File: config.mk
export PLATFORM = sky130hd
export DESIGN_NAME = ppdm_ctrl
export DESIGN_NICKNAME = d
export VERILOG_FILES = /design/src/hw/ppdm_pin_sync.v /design/src/hw/ppdm_ctrl.v
export VERILOG_INCLUDE_DIRS = /design/src /design/src/hw
export SDC_FILE = /design/constraint.sdc
export NUM_CORES = 1
export LEC_CHECK = 0
export BUFFER_PORTS_ARGS = -buffer_cell sky130_fd_sc_hd__buf_2
export CAP_MARGIN = 20
export CELL_PAD_IN_SITES_DETAIL_PLACEMENT = 0
export CELL_PAD_IN_SITES_GLOBAL_PLACEMENT = 1
export CORE_ASPECT_RATIO = 0.6
export CORE_MARGIN = 4
export CORE_UTILIZATION = 41
export DETAILED_ROUTE_END_ITERATION = 8
export MAX_ROUTING_LAYER = met4
export PLACE_DENSITY_LB_ADDON = 0.1
export SYNTH_ARGS = -nofsm -noshare
export SYNTH_HDL_FRONTEND = slang
export SYNTH_SLANG_ARGS = --single-unit
File: constraint.sdc
create_clock -name clk_i -period 3.3 [get_ports clk_i]
set_input_delay 0.825 -clock clk_i [delete_from_list [all_inputs] [get_ports clk_i]]
set_output_delay 0.825 -clock clk_i [all_outputs]
set_load 0.02 [all_outputs]
File: src/hw/ppdm_map.vh
// Constants for the ping-pong data memory control block
// Function
// - Two banks, 1K deep, 32 bits wide
// - Bank select swaps left and right address buses
// - Only processed bank's DSP transceivers enabled
// - DSP transceiver direction follows microword write bits
// - Word host transfer enables first and third lanes
// - Byte host: low byte first, then high
// - Low byte write also drives junk high byte
// - Host lanes point inward except during read
// - Four host chip enables from bank, strobe
// - Eight separate memory write-enable lines
// - DSP writes whole words from two bits
// - Two I/O addresses give high/low byte strobes
// - I/O write enables from byte strobes, upper enable
// - Write bits steer shifter and buffer enables
// - Byte mode counter advances every two accesses
// - Instruction bit seven sets bank select latch
`ifndef PPDM_MAP_VH
`define PPDM_MAP_VH

// =====================================================================
// Memory geometry
`define PPDM_BANK_DEPTH      1024
`define PPDM_BANK_AW         10
`define PPDM_HALF_WIDTH      16
`define PPDM_CNT_W           12

// =====================================================================
// Register byte offsets on the Wishbone bus
`define PPDM_OFF_INSTR       4'h0
`define PPDM_OFF_HADDR       4'h4
`define PPDM_OFF_CTRL        4'h8
`define PPDM_OFF_STATUS      4'hC

// =====================================================================
// Field positions
`define PPDM_INSTR_BANK_BIT  7
`define PPDM_CTRL_BYTE_BIT   0
`define PPDM_ST_BANK_BIT     0
`define PPDM_ST_PEND_BIT     1
`define PPDM_ST_PHASE_BIT    2
`define PPDM_ST_HBUSY_BIT    3
`define PPDM_ST_DRUN_BIT     4

// =====================================================================
// Reset values
`define PPDM_INSTR_RST       8'h00
`define PPDM_HADDR_RST       12'h000
`define PPDM_CTRL_RST        1'b0
`define PPDM_BANK_RST        1'b0

// =====================================================================
// Host I/O decode: the two data addresses inside the board's window
`define PPDM_IO_HIGH_ADDR    5'h00
`define PPDM_IO_LOW_ADDR     5'h01

// =====================================================================
// Synchroniser depth for host pins
`define PPDM_SYNC_STAGES     3

`endif

File: src/hw/ppdm_pin_sync.v
// Three-stage pin synchroniser with agreement filter
`timescale 1ns/1ps
`default_nettype none

module ppdm_pin_sync #(
  parameter WIDTH = 1
) (
  input  wire             clk_i,
  input  wire             rst_i,
  input  wire [WIDTH-1:0] pin_i,
  output reg  [WIDTH-1:0] level_o
);

  // =====================================================================
  // Synchroniser stages
  reg [WIDTH-1:0] stage1;   // Metastable stage, read only by stage2
  reg [WIDTH-1:0] stage2;   // First settled stage
  reg [WIDTH-1:0] stage3;   // Second settled stage

  // Chain of three flops; one-cycle glitches never reach the output
  always @(posedge clk_i) begin
    if (rst_i) begin
      stage1 <= {WIDTH{1'b0}};
      stage2 <= {WIDTH{1'b0}};
      stage3 <= {WIDTH{1'b0}};
    end else begin
      stage1 <= pin_i;
      stage2 <= stage1;
      stage3 <= stage2;
    end
  end

  // =====================================================================
  // Agreement filter, per bit
  genvar g;
  generate
    for (g = 0; g < WIDTH; g = g + 1) begin : g_bit
      // A change counts only once stage2 and stage3 agree
      always @(posedge clk_i) begin
        if (rst_i) begin
          level_o[g] <= 1'b0;
        end else if (stage2[g] == stage3[g]) begin
          level_o[g] <= stage3[g];
        end
      end
    end
  endgenerate

endmodule

`default_nettype wire

File: src/hw/ppdm_ctrl.v
// Ping-pong data memory control: bank swap, lanes, enables, registers
//
// Added by the designer: the register offsets and the Wishbone register port.
`timescale 1ns/1ps
`default_nettype none
`include "ppdm_map.vh"

module ppdm_ctrl #(
  parameter AW = `PPDM_BANK_AW,   // Bank address width, 1K deep
  parameter CW = `PPDM_CNT_W      // Fly-by counter width
) (
  input  wire          clk_i,
  input  wire          rst_i,
  // Wishbone classic slave
  input  wire          wb_cyc_i,
  input  wire          wb_stb_i,
  input  wire          wb_we_i,
  input  wire [3:0]    wb_adr_i,
  input  wire [3:0]    wb_sel_i,
  input  wire [31:0]   wb_dat_i,
  output reg  [31:0]   wb_dat_o,
  output reg           wb_ack_o,
  // Host bus pins, asynchronous to clk_i
  input  wire          host_read_strobe_i,
  input  wire          host_write_strobe_i,
  input  wire          host_io_select_i,
  input  wire [4:0]    host_io_addr_i,
  input  wire          upper_lane_bus_enable_i,
  input  wire          host_dma_ack_i,
  // Microword and sequencer, same clock
  input  wire          ucode_we_real_i,
  input  wire          ucode_we_imag_i,
  input  wire          dsp_run_i,
  // Address bus steering
  output reg           left_addr_from_dsp_o,
  output reg           right_addr_from_dsp_o,
  output reg  [AW-1:0] host_mem_addr_o,
  // DSP-side bank transceivers
  output reg           dsp_left_xcvr_enable_o,
  output reg           dsp_right_xcvr_enable_o,
  output reg           dsp_real_xcvr_to_mem_o,
  output reg           dsp_imag_xcvr_to_mem_o,
  // Shifter and return buffer output enables
  output reg           shifter_real_oe_o,
  output reg           shifter_imag_oe_o,
  output reg           return_real_oe_o,
  output reg           return_imag_oe_o,
  // Host lane transceivers
  output reg           word_lane_xcvr_enable_o,
  output reg           high_lane_xcvr_enable_o,
  output reg           host_lane_to_host_o,
  // Host-side chip enables
  output reg           left_real_host_enable_o,
  output reg           left_imag_host_enable_o,
  output reg           right_real_host_enable_o,
  output reg           right_imag_host_enable_o,
  // Memory write enables: {bank, half, byte}, first lane is bit 0
  output reg  [7:0]    mem_write_enable_o
);

  // =====================================================================
  // Host pin synchronisation
  wire [9:0] pins_s;   // Filtered host pins
  wire       rd_s;     // Host read strobe
  wire       wr_s;     // Host write strobe
  wire       iosel_s;  // Board I/O window selected
  wire [4:0] ioadr_s;  // I/O address within window
  wire       ube_s;    // Upper-lane bus enable
  wire       dma_s;    // DMA acknowledge

  ppdm_pin_sync #(
    .WIDTH (10)
  ) u_sync (
    .clk_i   (clk_i),
    .rst_i   (rst_i),
    .pin_i   ({host_read_strobe_i, host_write_strobe_i, host_io_select_i,
               host_io_addr_i, upper_lane_bus_enable_i, host_dma_ack_i}),
    .level_o (pins_s)
  );

  assign rd_s    = pins_s[9];
  assign wr_s    = pins_s[8];
  assign iosel_s = pins_s[7];
  assign ioadr_s = pins_s[6:2];
  assign ube_s   = pins_s[1];
  assign dma_s   = pins_s[0];

  // =====================================================================
  // Software-visible state
  reg [7:0]    instr;       // Instruction register image
  reg [CW-1:0] host_cnt;    // Fly-by host address counter
  reg          byte_host;   // Host port is byte wide
  reg          bank_pend;   // Requested bank from instruction bit 7
  reg          bank;        // 0: DSP on left, host on right
  reg          byte_phase;  // Low byte taken, high byte awaited
  reg          acc_prev;    // Host access active last cycle
  reg          hi_prev;     // Last access was a high-byte access

  // =====================================================================
  // Host access decode
  wire sel_high;    // High-byte data address decoded
  wire sel_low;     // Low-byte data address decoded
  wire dma_ok;      // DMA cycle, only honoured on a word-wide host
  wire word_xfer;   // Whole 16-bit word moves in this access
  wire host_acc;    // Any host memory access in progress
  wire acc_end;     // Host access just finished
  wire wb_hit;      // Bus request waiting for its answer
  wire wb_wr;       // Bus write accepted this cycle

  assign sel_high  = iosel_s & (ioadr_s == `PPDM_IO_HIGH_ADDR);
  assign sel_low   = iosel_s & (ioadr_s == `PPDM_IO_LOW_ADDR);
  // Byte-wide hosts cannot use DMA; such acknowledges are ignored
  assign dma_ok    = dma_s & ~byte_host;
  assign word_xfer = dma_ok | (~byte_host & ube_s);
  assign host_acc  = (rd_s | wr_s) & (dma_ok | sel_high | sel_low);
  assign acc_end   = acc_prev & ~host_acc;
  assign wb_hit    = wb_cyc_i & wb_stb_i & ~wb_ack_o;
  assign wb_wr     = wb_hit & wb_we_i;

  // =====================================================================
  // Wishbone slave: one wait state, ack for one cycle, unmapped reads 0
  always @(posedge clk_i) begin
    if (rst_i) begin
      wb_ack_o <= 1'b0;
      wb_dat_o <= 32'h00000000;
    end else begin
      wb_ack_o <= wb_hit;
      if (wb_hit && !wb_we_i) begin
        case (wb_adr_i)
          `PPDM_OFF_INSTR: begin
            wb_dat_o <= {24'h000000, instr};
          end
          `PPDM_OFF_HADDR: begin
            wb_dat_o <= {{(32-CW){1'b0}}, host_cnt};
          end
          `PPDM_OFF_CTRL: begin
            wb_dat_o <= {31'h00000000, byte_host};
          end
          `PPDM_OFF_STATUS: begin
            wb_dat_o <= {27'h0000000, dsp_run_i, host_acc, byte_phase,
                         bank_pend, bank};
          end
          default: begin
            wb_dat_o <= 32'h00000000;
          end
        endcase
      end
    end
  end

  // =====================================================================
  // Instruction and control registers
  always @(posedge clk_i) begin
    if (rst_i) begin
      instr     <= `PPDM_INSTR_RST;
      byte_host <= `PPDM_CTRL_RST;
      bank_pend <= `PPDM_BANK_RST;
    end else if (wb_wr) begin
      if (wb_adr_i == `PPDM_OFF_INSTR && wb_sel_i[0]) begin
        instr     <= wb_dat_i[7:0];
        bank_pend <= wb_dat_i[`PPDM_INSTR_BANK_BIT];
      end
      if (wb_adr_i == `PPDM_OFF_CTRL && wb_sel_i[0]) begin
        byte_host <= wb_dat_i[`PPDM_CTRL_BYTE_BIT];
      end
    end
  end

  // =====================================================================
  // Bank select latch
  // A swap waits for an idle DSP and an idle host, so no access is torn
  always @(posedge clk_i) begin
    if (rst_i) begin
      bank <= `PPDM_BANK_RST;
    end else if (!dsp_run_i && !host_acc && !acc_prev) begin
      bank <= bank_pend;
    end
  end

  // =====================================================================
  // Fly-by counter and byte sequencing
  // Bit 0 picks real or imaginary; bits 10 to 1 address the bank
  always @(posedge clk_i) begin
    if (rst_i) begin
      host_cnt   <= `PPDM_HADDR_RST;
      byte_phase <= 1'b0;
      acc_prev   <= 1'b0;
      hi_prev    <= 1'b0;
    end else begin
      acc_prev <= host_acc;
      if (host_acc) begin
        hi_prev <= sel_high & ~word_xfer;
      end
      if (wb_wr && wb_adr_i == `PPDM_OFF_HADDR) begin
        // Preload wins over a finishing access: software owns the start
        if (wb_sel_i[0]) begin
          host_cnt[7:0] <= wb_dat_i[7:0];
        end
        if (wb_sel_i[1]) begin
          host_cnt[CW-1:8] <= wb_dat_i[CW-1:8];
        end
        byte_phase <= 1'b0;
      end else if (acc_end) begin
        if (!byte_host || dma_ok) begin
          // Word transfers step on every access
          host_cnt <= host_cnt + {{(CW-1){1'b0}}, 1'b1};
        end else if (hi_prev) begin
          // Byte transfers step once per low/high pair
          host_cnt   <= host_cnt + {{(CW-1){1'b0}}, 1'b1};
          byte_phase <= 1'b0;
        end else begin
          byte_phase <= 1'b1;
        end
      end
    end
  end

  // =====================================================================
  // Next-state logic for the pin-facing outputs
  reg       next_word_lane;   // Lanes 1 and 3
  reg       next_high_lane;   // Lane 2
  reg [7:0] next_we;          // Memory write enables
  reg [3:0] next_host_ce;     // {right imag, right real, left imag, left real}
  reg [1:0] host_bytes;       // {high, low} byte lanes written by host
  reg       host_imag;        // Host half chosen by counter bit 0
  reg [2:0] host_lane0;       // Base lane index for host bank/half
  integer   i;                // Loop index

  always @* begin
    next_word_lane = 1'b0;
    next_high_lane = 1'b0;
    next_we        = 8'h00;
    next_host_ce   = 4'h0;
    host_bytes     = 2'b00;
    host_imag      = host_cnt[0];
    host_lane0     = {~bank, host_imag, 1'b0};
    if (host_acc) begin
      if (word_xfer) begin
        next_word_lane = 1'b1;
        host_bytes     = 2'b11;
      end else if (sel_low) begin
        // Lane 3 also opens here, carrying a junk high byte
        next_word_lane = 1'b1;
        host_bytes     = 2'b01;
      end else begin
        next_high_lane = 1'b1;
        host_bytes     = 2'b10;
      end
      next_host_ce[{~bank, host_imag}] = 1'b1;
    end
    // Host writes go to the bank not under processing
    if (wr_s && host_acc) begin
      next_we[host_lane0]     = host_bytes[0];
      next_we[host_lane0 + 3'h1] = host_bytes[1];
    end
    // DSP writes are always whole words on its own bank
    for (i = 0; i < 2; i = i + 1) begin
      next_we[{bank, 1'b0, i[0]}] = ucode_we_real_i;
      next_we[{bank, 1'b1, i[0]}] = ucode_we_imag_i;
    end
  end

  // =====================================================================
  // Registered outputs
  always @(posedge clk_i) begin
    if (rst_i) begin
      left_addr_from_dsp_o     <= 1'b1;
      right_addr_from_dsp_o    <= 1'b0;
      host_mem_addr_o          <= {AW{1'b0}};
      dsp_left_xcvr_enable_o   <= 1'b0;
      dsp_right_xcvr_enable_o  <= 1'b0;
      dsp_real_xcvr_to_mem_o   <= 1'b0;
      dsp_imag_xcvr_to_mem_o   <= 1'b0;
      shifter_real_oe_o        <= 1'b0;
      shifter_imag_oe_o        <= 1'b0;
      return_real_oe_o         <= 1'b0;
      return_imag_oe_o         <= 1'b0;
      word_lane_xcvr_enable_o  <= 1'b0;
      high_lane_xcvr_enable_o  <= 1'b0;
      host_lane_to_host_o      <= 1'b0;
      left_real_host_enable_o  <= 1'b0;
      left_imag_host_enable_o  <= 1'b0;
      right_real_host_enable_o <= 1'b0;
      right_imag_host_enable_o <= 1'b0;
      mem_write_enable_o       <= 8'h00;
    end else begin
      // Address buses swap with the bank latch
      left_addr_from_dsp_o     <= ~bank;
      right_addr_from_dsp_o    <= bank;
      host_mem_addr_o          <= host_cnt[AW:1];
      // Only the processed bank's DSP transceivers open
      dsp_left_xcvr_enable_o   <= ~bank;
      dsp_right_xcvr_enable_o  <= bank;
      dsp_real_xcvr_to_mem_o   <= ucode_we_real_i;
      dsp_imag_xcvr_to_mem_o   <= ucode_we_imag_i;
      // Shifters drive on reads, return buffers on writes; never both
      shifter_real_oe_o        <= ~ucode_we_real_i;
      shifter_imag_oe_o        <= ~ucode_we_imag_i;
      return_real_oe_o         <= ucode_we_real_i;
      return_imag_oe_o         <= ucode_we_imag_i;
      word_lane_xcvr_enable_o  <= next_word_lane;
      high_lane_xcvr_enable_o  <= next_high_lane;
      // Inward unless the host is reading
      host_lane_to_host_o      <= rd_s;
      left_real_host_enable_o  <= next_host_ce[0];
      left_imag_host_enable_o  <= next_host_ce[1];
      right_real_host_enable_o <= next_host_ce[2];
      right_imag_host_enable_o <= next_host_ce[3];
      mem_write_enable_o       <= next_we;
    end
  end

endmodule

`default_nettype wire

==> run_results.csv <==
group,metric,value,unit
timing,period_minus_slack,2420,ps
synthesis,synth.ff_latch_count,110,
route,drtPass1Iterations,5,
synthesis,synth_area,0.00426,mm^2
critical_path,cp_max_fo,12,
power_and_ir_drop,ir_drop,0.000289,V
place,hpwlAfterDp,7560,um
power_and_ir_drop,p_leak,2.17,nW
timing,fin_crit_sh,73.4,%
final_layout,finalInstanceArea,0.00502,mm^2
synthesis,synth.most_common_cell,"dfxtp_1",
timing,rsz0062_at_grt,"no",
final_layout,register_area,0.00220,mm^2
final_layout,nets,594,
global_route,antenna_found_initial,0,
critical_path,worstSetupStartpointType,"primary input",
synthesis,yosys.area_share.simple,21.1,%
critical_path,worst_path_max_delay_cell,"and2_1",
critical_path,cpMostUsedCell,"and2_1",
synthesis,yosysSeqAreaShare,51.6,%
place,placed_area,0.00471,mm^2
timing,finalMaxSlewViolations,0,
floorplanning,die_area,0.0121,mm^2
route,wl_per_cell,15.2,um
route,drcViolationCount,0,
floorplanning,initial_core_util,42.7,%
synthesis,synth_top_family_by_area,"simple AND/OR/NAND/NOR gates",
route,drt_iter0_markers,238,
critical_path,crit_family,"simple AND/OR/NAND/NOR gates",
critical_path,worstSetupPathType,"primary input to register",
critical_path,worst_setup_path_end_kind,"register",
critical_path,r2r-start,"u_sync.level_o[3]",
global_route,grt_max_degree,44,
global_route,grt-ovfl-total,0,
timing,tns,0,ps
synthesis,syn_inst,460,
synthesis,syn_area_per_cell,9.27,um^2
critical_path,worstReg2RegEnd,"host_cnt[6]",
cts,clkTransAtPathRegs,70,ps
synthesis,synth_area_leader_cell,"dfxtp_1",
cts,cts_setup_buffers,0,
power_and_ir_drop,power.density,514,mW/mm^2
floorplanning,die_y,87.0,um
floorplanning,die_w,140,um
final_layout,syn_to_final_growth,17.7,%
synthesis,yosysWarnings,0,
critical_path,r2r_cells,5,
route,vias_per_cell,5.07,
critical_path,cp.required,3530,ps
synthesis,synth_edf_count,0,
critical_path,cp_num_buf_inv,1,
synthesis,synth-async-reset-ratio,0,%
critical_path,path_cells,"buf_2 > nor4b_4 > and2_1 > nand2_4 > and2_1 > o221a_1",
cts,clk-insertion-delay-late,340,ps
synthesis,ys.flop_type,"dfxtp_1",
critical_path,max_stage_delay,490,ps
critical_path,rrSetupSlack,1200,ps
floorplanning,rows,28,
synthesis,synth-xor-area-share,0,%
worst_hold_path,worstHoldStart,"u_sync.stage1[9]",
place,gp_congestion,0.830,
synthesis,yosys.area_share.adder,0.293,%
cts,cts_root_buf,"clkbuf_16",
cts,tritoncts,"yes",
timing,relSlewSlack,59.6,%
run_status,status,"completed",
global_route,grt_pass1_wl,16000,um
cts,cts.htree.levels,3,
final_layout,drive_gt1_share,22.4,%
critical_path,cp_data_arrival_time,2650,ps
worst_hold_path,min_to,"u_sync.stage2[9]",
synthesis,synth_compound_area_share,15.2,%
run,max_cap_violations,0,
place,io_buffers,83,
route,num_vias,3422,
cts,clockBufferDepth,2,
route,wl,10300,um
worst_hold_path,holdPathStages,1,
cts,numCtsBuffers,9,
timing,tightest_slew,601,ps
cts,ctsHoldBuffers,0,
synthesis,synth_top_area_share,51.6,%
timing,hold_violations,0,
cts,clock-sinks,110,
final_layout,num_antenna_cells,0,
timing,clock.fmax,413,MHz
floorplanning,coreArea,0.00998,mm^2
synthesis,synthMuxAreaShare,3.87,%
synthesis,yosysUniqueCellTypes,46,
final_layout,fillers,956,
timing,fin_worst_skew,5.15,ps
worst_hold_path,hold_path_class,"register to register",
synthesis,yosys-top-cells-count,"110 x dfxtp_1, 44 x nand2_1, 41 x nor2b_1",
synthesis,synth_area_leaders,"dfxtp_1 52%, nor2b_1 6.0%, a21oi_1 4.5%",
floorplanning,top_level_ports,126,
global_route,grt_use_total,17.2,%
final_layout,multiInputGateArea,0.00180,mm^2
global_route,first_global_vias,3042,
cts,post_cts_resized,0,
route,ant_nets,0,
timing,setup_viol,0,
-- registers in the layout (all words and copies together), names as in the netlist, 8 cells and up --
register,count
mem_write_enable_o,8
u_sync.level_o,10
host_cnt,12
u_sync.stage2,10
wb_dat_o,12
host_mem_addr_o,10
u_sync.stage1,10
instr,8
u_sync.stage3,10
-- power breakdown --
group	internal, mW	leakage (nW)	switching [mW]
Clock	0.613	0.149	0.480
Sequential	1.35	0.894	0.00711
Combinational	0.0408	1.12	0.0898
Total	2.00	2.17	0.577
-- worst register-to-register path, stage by stage, from the launching register on --
cell	delay [ps]
dfxtp_1	330
nor3_1	510
a21boi_1	250
o211ai_1	260
and2_1	450
o221a_1	250
-- routing by layer --
layer	GRT usage (%)	wire, um
met3	4.50	727
met2	21.6	3880
met4	3.61	80
met1	26.8	5560
met5	-	0
-- cells by family after synthesis --
logic type	Yosys count
mux	15
fa+ha+maj	1
simple gates	175
buf+inv	62
compound gates	96
flops	110
other cells	1
-- cell type report --
| type | instances | area share, % |
|---|---|---|
| clock buffer | 10 | 4.76 |
| clock inverter | 6 | 1.37 |
| inverter | 15 | 1.12 |
| multi-input combinational | 307 | 35.9 |
| sequential | 110 | 43.9 |
| tap | 135 | 3.37 |
| timing repair buffer | 92 | 9.62 |
-- placed cells by master, fill, tap and decap left out, types with 7 or more instances in the layout --
cell type	n
inv_1	15
nand2_1	44
a22oi_1	9
buf_2	83
and3_1	7
o21ai_0	16
nor2b_1	41
mux2i_1	12
buf_4	9
a21oi_1	38
clkbuf_16	9
nand3_1	13
dfxtp_1	110
nor2_1	38
conb_1	20
-- worst max path at each step --
stage / startpoint / to / slack [ps] / cells after the start
6_report: wb_adr_i[2] / host_cnt[6] / 880 / 6
5_1_grt: wb_adr_i[2] / host_cnt[4] / 820 / 6
4_1_cts: wb_adr_i[2] / host_cnt[6] / 930 / 6
3_5_place_dp: wb_adr_i[2] / host_cnt[6] / 570 / 6
3_3_place_gp: wb_adr_i[2] / host_cnt[6] / 580 / 6
2_1_floorplan: wb_adr_i[3] / host_cnt[6] / 1060 / 7
-- through the flow --
step	utilization [%]	instances	hold slack (ps)	total power [mW]	setup slack (ps)
floorplan	-	479	414	1.49	1060
global placement	47.2	659	420	1.51	578
detailed placement	47.2	659	422	1.52	566
CTS	50.3	675	440	2.61	927
global route	50.3	675	457	2.68	825
finish	50.3	675	437	2.58	878
(Power assumes the default switching activity.)
